`src/inc/gtc_regs.svh`:
```
// Purpose: Constants for the pin-read and timeout command block.
// Assumes: 100 MHz system clock.
// Notes:   Shared by the command, timer and bench files through a guarded include.
`ifndef GTC_REGS_SVH
`define GTC_REGS_SVH

`define GTC_CMD_GPIO_READ   8'h77
`define GTC_CMD_TEND_WRITE  8'h88
`define GTC_CMD_TEND_READ   8'h99
`define GTC_TEND_RESET      8'hFF
`define GTC_TEND_REJECT     8'h00
`define GTC_CRC_POLY_REFL   16'hA001
`define GTC_CRC_SEED        16'h0000
`define GTC_GPIO_A_BIT      0
`define GTC_GPIO_B_BIT      1
`define GTC_GPIO_C_BIT      2
`define GTC_TICK_NS         100000
`define GTC_CLK_NS          10
`define GTC_TICK_CYC        (`GTC_TICK_NS / `GTC_CLK_NS)
`define GTC_SETTLE_CYC      4'h2

`endif

```
`src/inc/gtc_pkg.sv`:
```
// Purpose: Types for the pin-read and timeout command block.
// Assumes: Constants come from gtc_regs.svh.
// Notes:   All module state is carried in the structs below.
`default_nettype none
package gtc_pkg;

   typedef enum logic [2:0] {
      GTC_IDLE,
      GTC_PARAM,
      GTC_SAMPLE,
      GTC_SEND_DATA,
      GTC_SEND_CRC_LO,
      GTC_SEND_CRC_HI,
      GTC_DONE
   } gtc_state_t;

   typedef struct packed {
      logic alt_detect_pin;
      logic gpio_pin_c;
      logic gpio_pin_b;
      logic gpio_pin_a;
   } gtc_pins_t;

   typedef struct packed {
      gtc_state_t  st;
      logic [7:0]  cmd;
      logic [15:0] crc;
      logic [7:0]  tend;
      logic [7:0]  txb;
      logic [3:0]  settle;
      logic        buf_en;
   } gtc_core_t;

   typedef struct packed {
      logic [15:0] pre;
      logic [7:0]  ticks;
      logic        expired;
   } gtc_tmr_t;

endpackage
`default_nettype wire

```
`src/logic/gtc_cmd.sv`:
```
// Purpose: Device commands for pin read and timeout end count write and read.
// Assumes: The link layer delivers bytes after reset, presence and ROM select.
// Notes:   Responses are handed out one byte at a time on the tx handshake.
//
// Overview of operation
// Command 77h with no parameter samples three pins and returns one byte.
// Pin A and B levels are valid only while the logic supply is powered.
// Pin C level is valid only while the parasite supply is active.
// A pin whose supply is off reads as one.
// Pin input buffers stay off except briefly around the sampling instant.
// Byte holds A, B, C in bits 0-2, bit 3 zero, upper nibble complemented.
// With the detect function selected, the pin C bit shows the detect pin.
// Pin byte is followed by inverted CRC-16 over command and pin byte.
// Host frames reset, presence, ROM select, command, data, then reset.
// Command 88h takes one parameter byte, stored as the timer end count.
// The stored end count sets the arbitration timer duration.
// A zero parameter is rejected: value kept, no CRC sent.
// The end count register resets to FFh.
// Timer duration is end count times 100 us.
// A valid write is answered with inverted CRC-16 over command and parameter.
// Command 99h returns the stored end count.
// The end count byte is followed by inverted CRC-16 over command and value.
// CRC-16 is x16+x15+x2+1, zero seed, LSB first, sent inverted low byte first.
`timescale 1ns/1ps
`default_nettype none
`include "gtc_regs.svh"

module gtc_cmd
   import gtc_pkg::*;
#(
   parameter int TICK_CYC = `GTC_TICK_CYC
) (
   input  wire logic       clk_sys,            // System clock.
   input  wire logic       sys_rst,            // Synchronous reset.
   input  wire logic       clk_en,             // Freezes state while low.
   input  wire logic       link_reset,         // Link reset seen, frame restarts.
   input  wire logic       rx_valid,           // Host byte received.
   input  wire logic [7:0] rx_byte,            // Received byte value.
   input  wire logic       tx_ready,           // Link takes the offered byte.
   output logic            tx_valid,           // Response byte offered.
   output logic [7:0]      tx_byte,            // Response byte value.
   input  wire gtc_pins_t  pins,               // Pin input levels.
   input  wire logic       alt_detect_sel,     // Detect pin replaces pin C.
   input  wire logic       logic_supply_pin,   // Logic supply powered.
   input  wire logic       parasite_supply_on, // Parasite supply active.
   output logic            gpio_buf_en,        // Pin input buffer enable.
   input  wire logic       tmr_restart,        // Starts an arbitration timing run.
   output logic            tmr_expired,        // Arbitration time elapsed.
   output logic [7:0]      timeout_end_count   // Stored end count.
);

   gtc_core_t  s_q;
   gtc_core_t  s_d;
   logic [7:0] pin_byte;
   logic [2:0] lvl;
   logic [15:0] crc_cmd;

   function automatic logic [15:0] crc_byte(input logic [15:0] c_in, input logic [7:0] d);
      logic [15:0] c;
      c = c_in;
      for (int i = 0; i < 8; i++) begin
         if (c[0] ^ d[i]) begin
            c = (c >> 1) ^ `GTC_CRC_POLY_REFL;
         end else begin
            c = c >> 1;
         end
      end
      return c;
   endfunction

   always_comb begin
      lvl = 3'b111;
      if (logic_supply_pin) begin
         lvl[`GTC_GPIO_A_BIT] = pins.gpio_pin_a;
         lvl[`GTC_GPIO_B_BIT] = pins.gpio_pin_b;
      end
      if (parasite_supply_on) begin
         lvl[`GTC_GPIO_C_BIT] = alt_detect_sel ? pins.alt_detect_pin : pins.gpio_pin_c;
      end
      pin_byte = {1'b1, ~lvl, 1'b0, lvl};
   end

   assign crc_cmd = crc_byte(`GTC_CRC_SEED, rx_byte);

   always_comb begin
      s_d = s_q;
      if (link_reset) begin
         s_d.st     = GTC_IDLE;
         s_d.buf_en = 1'b0;
      end else begin
         case (s_q.st)
            GTC_IDLE: begin
               if (rx_valid) begin
                  s_d.cmd = rx_byte;
                  s_d.crc = crc_cmd;
                  if (rx_byte == `GTC_CMD_GPIO_READ) begin
                     s_d.st     = GTC_SAMPLE;
                     s_d.settle = 4'h0;
                     s_d.buf_en = 1'b1;
                  end else if (rx_byte == `GTC_CMD_TEND_WRITE) begin
                     s_d.st = GTC_PARAM;
                  end else if (rx_byte == `GTC_CMD_TEND_READ) begin
                     s_d.txb = s_q.tend;
                     s_d.crc = crc_byte(crc_cmd, s_q.tend);
                     s_d.st  = GTC_SEND_DATA;
                  end else begin
                     s_d.st = GTC_DONE;
                  end
               end
            end
            GTC_PARAM: begin
               if (rx_valid) begin
                  if (rx_byte == `GTC_TEND_REJECT) begin
                     s_d.st = GTC_DONE;
                  end else begin
                     s_d.tend = rx_byte;
                     s_d.crc  = crc_byte(s_q.crc, rx_byte);
                     s_d.txb  = ~s_d.crc[7:0];
                     s_d.st   = GTC_SEND_CRC_LO;
                  end
               end
            end
            GTC_SAMPLE: begin
               if (s_q.settle == `GTC_SETTLE_CYC - 4'h1) begin
                  s_d.txb    = pin_byte;
                  s_d.crc    = crc_byte(s_q.crc, pin_byte);
                  s_d.buf_en = 1'b0;
                  s_d.st     = GTC_SEND_DATA;
               end else begin
                  s_d.settle = s_q.settle + 4'h1;
               end
            end
            GTC_SEND_DATA: begin
               if (tx_ready) begin
                  s_d.txb = ~s_q.crc[7:0];
                  s_d.st  = GTC_SEND_CRC_LO;
               end
            end
            GTC_SEND_CRC_LO: begin
               if (tx_ready) begin
                  s_d.txb = ~s_q.crc[15:8];
                  s_d.st  = GTC_SEND_CRC_HI;
               end
            end
            GTC_SEND_CRC_HI: begin
               if (tx_ready) begin
                  s_d.st = GTC_DONE;
               end
            end
            default: begin
               s_d.st = GTC_DONE;
            end
         endcase
      end
   end

   always_ff @(posedge clk_sys) begin
      if (sys_rst) begin
         s_q      <= '0;
         s_q.st   <= GTC_IDLE;
         s_q.tend <= `GTC_TEND_RESET;
      end else if (clk_en) begin
         s_q <= s_d;
      end
   end

   assign tx_valid = (s_q.st == GTC_SEND_DATA) || (s_q.st == GTC_SEND_CRC_LO)
                     || (s_q.st == GTC_SEND_CRC_HI);
   assign tx_byte           = s_q.txb;
   assign gpio_buf_en       = s_q.buf_en;
   assign timeout_end_count = s_q.tend;

   gtc_timer #(
      .TICK_CYC (TICK_CYC)
   ) u_timer (
      .clk_sys   (clk_sys),
      .sys_rst   (sys_rst),
      .clk_en    (clk_en),
      .restart   (tmr_restart),
      .end_count (s_q.tend),
      .expired   (tmr_expired)
   );

   logic step;
   assign step = clk_en && !link_reset;
endmodule
`default_nettype wire

```
`src/logic/gtc_timer.sv`:
```
// Purpose: Arbitration timer counting 100 us ticks up to the end count.
// Assumes: end_count is never zero; restart clears the timer.
// Notes:   expired is a level that holds until the next restart.
`timescale 1ns/1ps
`default_nettype none
`include "gtc_regs.svh"

module gtc_timer
   import gtc_pkg::*;
#(
   parameter int TICK_CYC = `GTC_TICK_CYC
) (
   input  wire logic       clk_sys,   // System clock.
   input  wire logic       sys_rst,   // Synchronous reset.
   input  wire logic       clk_en,    // Freezes state while low.
   input  wire logic       restart,   // Starts a new timing run.
   input  wire logic [7:0] end_count, // Duration in ticks.
   output logic            expired    // Duration has elapsed.
);

   gtc_tmr_t t_q;
   gtc_tmr_t t_d;

   always_comb begin
      t_d = t_q;
      if (restart) begin
         t_d = '0;
      end else if (!t_q.expired) begin
         if (t_q.pre == 16'(TICK_CYC - 1)) begin
            t_d.pre   = 16'h0000;
            t_d.ticks = t_q.ticks + 8'h01;
            if (t_q.ticks + 8'h01 == end_count) begin
               t_d.expired = 1'b1;
            end
         end else begin
            t_d.pre = t_q.pre + 16'h0001;
         end
      end
   end

   always_ff @(posedge clk_sys) begin
      if (sys_rst) begin
         t_q <= '0;
      end else if (clk_en) begin
         t_q <= t_d;
      end
   end

   assign expired = t_q.expired;
endmodule
`default_nettype wire

```
`config.mk`:
```
export PLATFORM = sky130hd
export DESIGN_NAME = gtc_cmd
export DESIGN_NICKNAME = d
export VERILOG_FILES = /design/src/inc/gtc_pkg.sv /design/src/logic/gtc_cmd.sv /design/src/logic/gtc_timer.sv
export VERILOG_INCLUDE_DIRS = /design/src /design/src/inc
export SDC_FILE = /design/constraint.sdc
export NUM_CORES = 1
export LEC_CHECK = 0
export BUFFER_PORTS_ARGS = -buffer_cell sky130_fd_sc_hd__buf_2
export CAP_MARGIN = 20
export CORE_MARGIN = 4
export CORE_UTILIZATION = 45
export DETAILED_ROUTE_END_ITERATION = 10
export HOLD_SLACK_MARGIN = 0.06
export SLEW_MARGIN = 30
export SYNTH_ARGS = -nofsm -noshare
export SYNTH_HDL_FRONTEND = slang
export SYNTH_SLANG_ARGS = --single-unit
```
`constraint.sdc`:
```
create_clock -name clk_sys -period 4.4 [get_ports clk_sys]
set_input_delay 0.88 -clock clk_sys [delete_from_list [all_inputs] [get_ports clk_sys]]
set_output_delay 0.88 -clock clk_sys [all_outputs]
set_load 0.005 [all_outputs]
```
# After elaboration in Yosys (flattened, before gate mapping)
# Index checks and enable logic that the tools add are counted.
# word_totals
register_bits	73
in_bits	22
out_inout_bits	19
word_cells	293
# op_classes
addsub	3
eq_ne	30
n_mux	167
n_bitwise	65
n_reduce_logical	18
# ops
op	count
2-to-1 mux 16 bit	132
NOT 2 -> 3 bit	30
2-to-1 mux 32 bit	2
2-to-1 mux 25 bit	2
2-to-1 mux 8 bit	6
one-hot mux 16 bit (3 select lines)	1
one-hot mux 8 bit (5 select lines)	1
bitwise XOR 1 bit	29
2-to-1 mux 27 bit	1
2-to-1 mux 3 bit	9
inequality test 2 bit, second input constant	12
NOT 8 bit	3
inequality test 3 bit, second input constant	7
one-hot mux 3 bit (6 select lines)	1
adder 16 x 1 -> 16 bit, second input constant	1
== test 16 x 14 -> 1 bit, second input constant	1
== test 8 bit, second input constant	2
AND reduction 7 bit	2
2-to-1 mux 13 bit	1
AND reduction 12 bit	1
one-hot mux 5 bit (2 select lines)	1
AND reduction 5 bit	2
2-to-1 mux 9 bit	1
adder 8 x 1 -> 8 bit, second input constant	1
other kinds (23)	34

# Longest topological paths before layout
# depth
depth_word	79
mapped_depth	11

# Hierarchy
# Synthesis repeated with hierarchy kept, for this count alone.
# unflattened
cells_unflattened	615
hier_area_um2	5019.8
# by_module_without_submodules
mod	n_inst	cells_each	area_each_um2	seq_area_each_um2
gtc_cmd	1	437	3573.4	800.8
gtc_timer	1	178	1446.4	500.5

# Worst setup path before layout
# No wires, ideal clock.
# synth_path
path_type	input port to flip-flop
start	input rx_byte[7]
end	register s_q, in the netlist tx_byte[3]
setup_ps	132
arrival_time_ps	3003
path_slack_ps	1265
cell_stages	9
path_buffers	1
path_cell_list	clkbuf_1 > inv_1 > ha_1 > and4_1 > a2111oi_4 > o211a_1 > nand2_1 > a2111oi_0 > nor3_1
# synth_between
elab_chain_len	3
# synth_rtl
element	line_no	source
start: declaration	gtc_cmd.sv:38	input wire logic [7:0] rx_byte,
== test 8 bit (no source line), or another cell as far along	n/a	
inequality test 2 bit (no source line)	n/a	
AND reduction 12 bit (no source line) *	n/a	
end: declaration	gtc_cmd.sv:52	gtc_core_t s_q;
# Mark *: on every way between the ends. The rest lies on a longest branch, timed or not.
# A chain may end at the register's enable or synchronous reset.

# Final worst setup path
# layout_path
start	input rx_byte[0]
end	register s_q[30] in the netlist's numbering
# layout_between
elab_chain_len	74
# layout_rtl
element	line_no	source
2-to-1 mux 16 bit	gtc_cmd.sv:62	if (c[0] ^ d[i]) begin
bitwise XOR 1 bit	gtc_cmd.sv:62	
2-to-1 mux 16 bit	gtc_cmd.sv:62	
bitwise XOR 1 bit	gtc_cmd.sv:62	
2-to-1 mux 16 bit	gtc_cmd.sv:62	
bitwise XOR 1 bit	gtc_cmd.sv:62	
2-to-1 mux 16 bit	gtc_cmd.sv:62	
bitwise XOR 1 bit	gtc_cmd.sv:62	
(+58 left out)	n/a	
2-to-1 mux 16 bit	gtc_cmd.sv:91	case (s_q.st)
2-to-1 mux 16 bit	gtc_cmd.sv:87	if (link_reset) begin
2-to-1 mux 16 bit	gtc_cmd.sv:62	
2-to-1 mux 16 bit	gtc_cmd.sv:102	end else if (rx_byte == `GTC_CMD_TEND_READ) begin
2-to-1 mux 16 bit	gtc_cmd.sv:100	end else if (rx_byte == `GTC_CMD_TEND_WRITE) begin
2-to-1 mux 16 bit	gtc_cmd.sv:96	if (rx_byte == `GTC_CMD_GPIO_READ) begin
2-to-1 mux 27 bit	gtc_cmd.sv:93	if (rx_valid) begin
one-hot mux 16 bit (3 select lines)	gtc_cmd.sv:91	
# Several ways; a longest one is shown, not always the timed one. The select of a mux whose other input is x is not followed.

==> metrics.md <==
| Metric | Value |
|---|---|
| First drt pass iteration count | `6` |
| Layer carrying the most global-route usage | `met2` |
| Pleak | `between 2 and 2.5 nW` |
| Worst setup EP type | `flop` |
| IO Port Bufs | `40` |
| Crit path DAT | `3.38 ns` |
| Hold Crit Depth | `2` |
| Core area | `approximately 10000 um^2` |
| Post-synthesis adder-cell area fraction | `0.0411` |
| PostCTS Resize Cnt | `0` |
| Post-CTS Hold Fix Bufs | `0` |
| Filler cells | `1027` |
| Post-Syn Instances | `a little over 600` |
| Netlist cell types | `just under 70` |
| Compound-cell area share of the yosys netlist | `0.208` |
| Commonest non-fill, non-tap cells in the layout | `nor2_1 (67), dfxtp_1 (65), xnor2_1 (55)` |
| Status | `finished, final reports clean` |
| Final setup fails | `0` |
| DRT iter0 DRCs | `roughly 560` |
| Row count | `37` |
| Switch Pwr | `between 0.5 and 0.6 mW` |
| Post-Synth Simple-Gate Area | `0.196` |
| Crit-path max FO | `26` |
| Maximum vdd drop | `around 0.22 mV` |
| Number of global-route vias before repair | `between 4000 and 5000` |
| Layout area overhead | `7.07%` |
| DR vias/cell | `just under 6` |
| Startpoint of the worst hold path | `tx_byte[7]$_SDFFE_PP0P_` |
| Async SR Flop Fraction | `0` |
| Slew HR | `0.386` |
| R2r endpoint | `s_q[30]$_SDFFE_PP0P_` |
| Met3 Use GR | `0.0576` |
| M1 GR Usage | `0.302` |
| IO Pins | `41` |
| M2 GR Usage | `0.362` |
| Clock-pin slew of the registers on the worst-case setup and hold paths | `about 0.080 ns` |
| Most common cell after layout, fill and taps aside | `nor2_1` |
| Largest net degree at the start of global routing | `32` |
| Die width | `roughly 110 um` |
| Congestion Overflow GR | `0` |
| Crit-path max cell delay | `0.81 ns` |
| Proportion of synthesized area in mux cells | `0.0190` |
| Clk_lat worst skew | `approximately 0.37 ns` |
| Power Total | `about 1.6 mW` |
| CTS Root Cell | `clkbuf_8` |
| Max Fclk | `roughly 320 MHz` |
| Detailed Place HPWL | `a little over 10000 um` |
| MaxCap Viol Count | `0` |
| DRT Wirelength | `around 14000 um` |
| ANT nets after route | `0` |
| Worst min-delay path class | `reg -> reg` |
| Final setup TNS | `0 ns` |
| R2R Setup Slk | `1.37 ns` |
| Starting Density | `0.467` |
| Hold Fails Final Rpt | `0` |
| Syn nets | `~640` |
| Mapped Area | `around 5000 um^2` |
| Worst Skew | `between 0.007 and 0.008 ns` |
| Seq/Total Area, Yosys | `0.267` |
| Reg power frac | `0.389` |
| ANT cells | `0` |
| Crit path time final | `about 3.1 ns` |
| Bufs on Longest Clock Path | `2` |
| Routed vias | `approximately 4400` |
| Die height | `~110 um` |
| Share of cells above drive strength 1 | `0.119` |
| Cells along the critical path | `buf_2 > inv_1 > ha_1 > nand4_1 > or2_2 > and4_1 > o221ai_1 > o22ai_1 > nor2_1` |
| Utilization after layout | `0.500` |
| DRC viols | `0` |
| Top_reg_cell synth | `dfxtp_1` |
| Final period utilization | `0.712` |
| Routability cong. | `0.937` |
| CTS tree | `yes` |
| Critical path class | `in -> reg` |
| CTS sink cnt | `65` |
| Power per cell area | `310 nW/um^2` |
| Critical R2R Launch | `s_q[46]$_SDFFE_PP0P_` |
| Final #Nets | `~640` |
| Clk pwr share | `0.372` |
| Synth warn | `0` |
| Largest family of logic cells by synthesized area | `compound AO/OA/AOI/OAI gates` |
| #FFs+latches synth | `65` |
| GRT Overall Usage | `0.228` |
| Crit path buf inv count | `2` |
| Final Hold Slack | `roughly 0.48 ns` |
| Critical path's slowest cell | `and4_1` |
| XOR/XNOR Fraction of Synth Area | `0.193` |
| Syn Area/Cell | `roughly 8.1 um^2` |
| Initial antenna violation count | `0` |
| Wire length per cell | `roughly 19 um` |
| Pins Over Slew Limit | `0` |
| Top cell family by delay on the critical path | `simple AND/OR/NAND/NOR gates` |
| H-tree levels | `3` |
| First-pass GRT wire length | `22700 um` |
| RSZ-0062 raised after global routing | `no` |
| Net Sw Frac | `0.318` |
| Worst r2r path cells | `6` |
| Post-CTS Setup Inserts | `0` |
| CTS Buf Count | `9` |
| Die area | `approximately 13000 um^2` |
| Endpoint, Worst Hold | `tx_byte[7]$_SDFFE_PP0P_` |
| Startpoint Class | `input pin` |
| Logic pwr share | `0.239` |
| CP required | `between 4 and 5 ns` |
| Number of synthesized flops with an enable pin | `0` |
| Internal | `~1.1 mW` |
| Worst Tran Pin Value | `about 0.92 ns` |
## layout make-up
type                       instances  area (um^2)  area share
clock inverter                     6         88.8      0.0171
sequential                        65         1300       0.250
inverter                          22         82.6      0.0159
tap                              136          170      0.0327
clock buffer                      10          138      0.0264
timing repair buffer              44          230      0.0442
multi-input combinational        464         3200       0.614
## cells in the mapped netlist, types with 10 or more instances
master / instances / area, um^2
nor3_1: 12 / 60.1
o21ai_0: 32 / 160
buf_4: 16 / 120
inv_1: 22 / 82.6
nor2_1: 67 / 251
nand2_1: 46 / 173
o211ai_1: 10 / 75.1
nand3_1: 13 / 65.1
clkbuf_1: 28 / 105
xnor2_1: 55 / 482
dfxtp_1: 65 / 1300
a21oi_1: 33 / 165
ha_1: 16 / 200
xor2_1: 28 / 245
## flip-flops by register name (all words and copies together) (netlist names)
register,cells
timeout_end_count,8
s_q,23
u_timer.expired,1
u_timer.t_q,24
gpio_buf_en,1
tx_byte,8
## power groups by stage
stage,Clock (mW),Combinational [mW],Sequential [mW]
floorplan,0,0.298,0.628
global placement,0,0.381,0.641
detailed placement,0,0.378,0.640
CTS,0.607,0.381,0.627
global route,0.630,0.419,0.629
finish,0.601,0.386,0.628
## metrics by stage
stage	setup WS [ns]	area (um^2)	std cells
after floorplan	1.26	4870	604
after global placement	1.06	4980	731
after detailed placement	0.927	4980	731
after CTS	1.32	5210	747
after global routing	1.09	5210	747
final	1.27	5210	747
## kinds of logic after synthesis
family	after synthesis
adder cells (fa/ha/maj)	16
multiplexers	9
flip-flops	65
buffers and inverters	75
XOR/XNOR	93
AO/OA/AOI/OAI	149
AND/OR/NAND/NOR	197
## worst min-delay path, cell delays in order (launching register included)
cell	delay [ns]
dfxtp_1	0.33
nand2_1	0.06
a21oi_1	0.05
## how the worst max path moves through the flow
| stage | startpoint | end | slack (ns) | cells after the start |
|---|---|---|---|---|
| after global placement | rx_byte[7] | tx_byte[0]$_SDFFE_PP0P_ | 1.06 | 9 |
| after global routing | rx_byte[7] | tx_byte[3]$_SDFFE_PP0P_ | 1.09 | 9 |
| after detailed placement | rx_byte[7] | tx_byte[3]$_SDFFE_PP0P_ | 0.93 | 9 |
| after floorplan | rx_byte[7] | tx_byte[3]$_SDFFE_PP0P_ | 1.26 | 9 |
| after CTS | rx_byte[7] | tx_byte[3]$_SDFFE_PP0P_ | 1.32 | 9 |
| final | rx_byte[0] | s_q[30]$_SDFFE_PP0P_ | 1.27 | 9 |
## layer usage
layer,vias up,share of wire,routed length (um)
li1,2125,-,-
met1,2038,0.44,6130
met2,172,0.46,6470
met3,32,0.075,1050
met4,0,0.025,357
met5,-,0,0
Power figures use the tool's default switching activity.
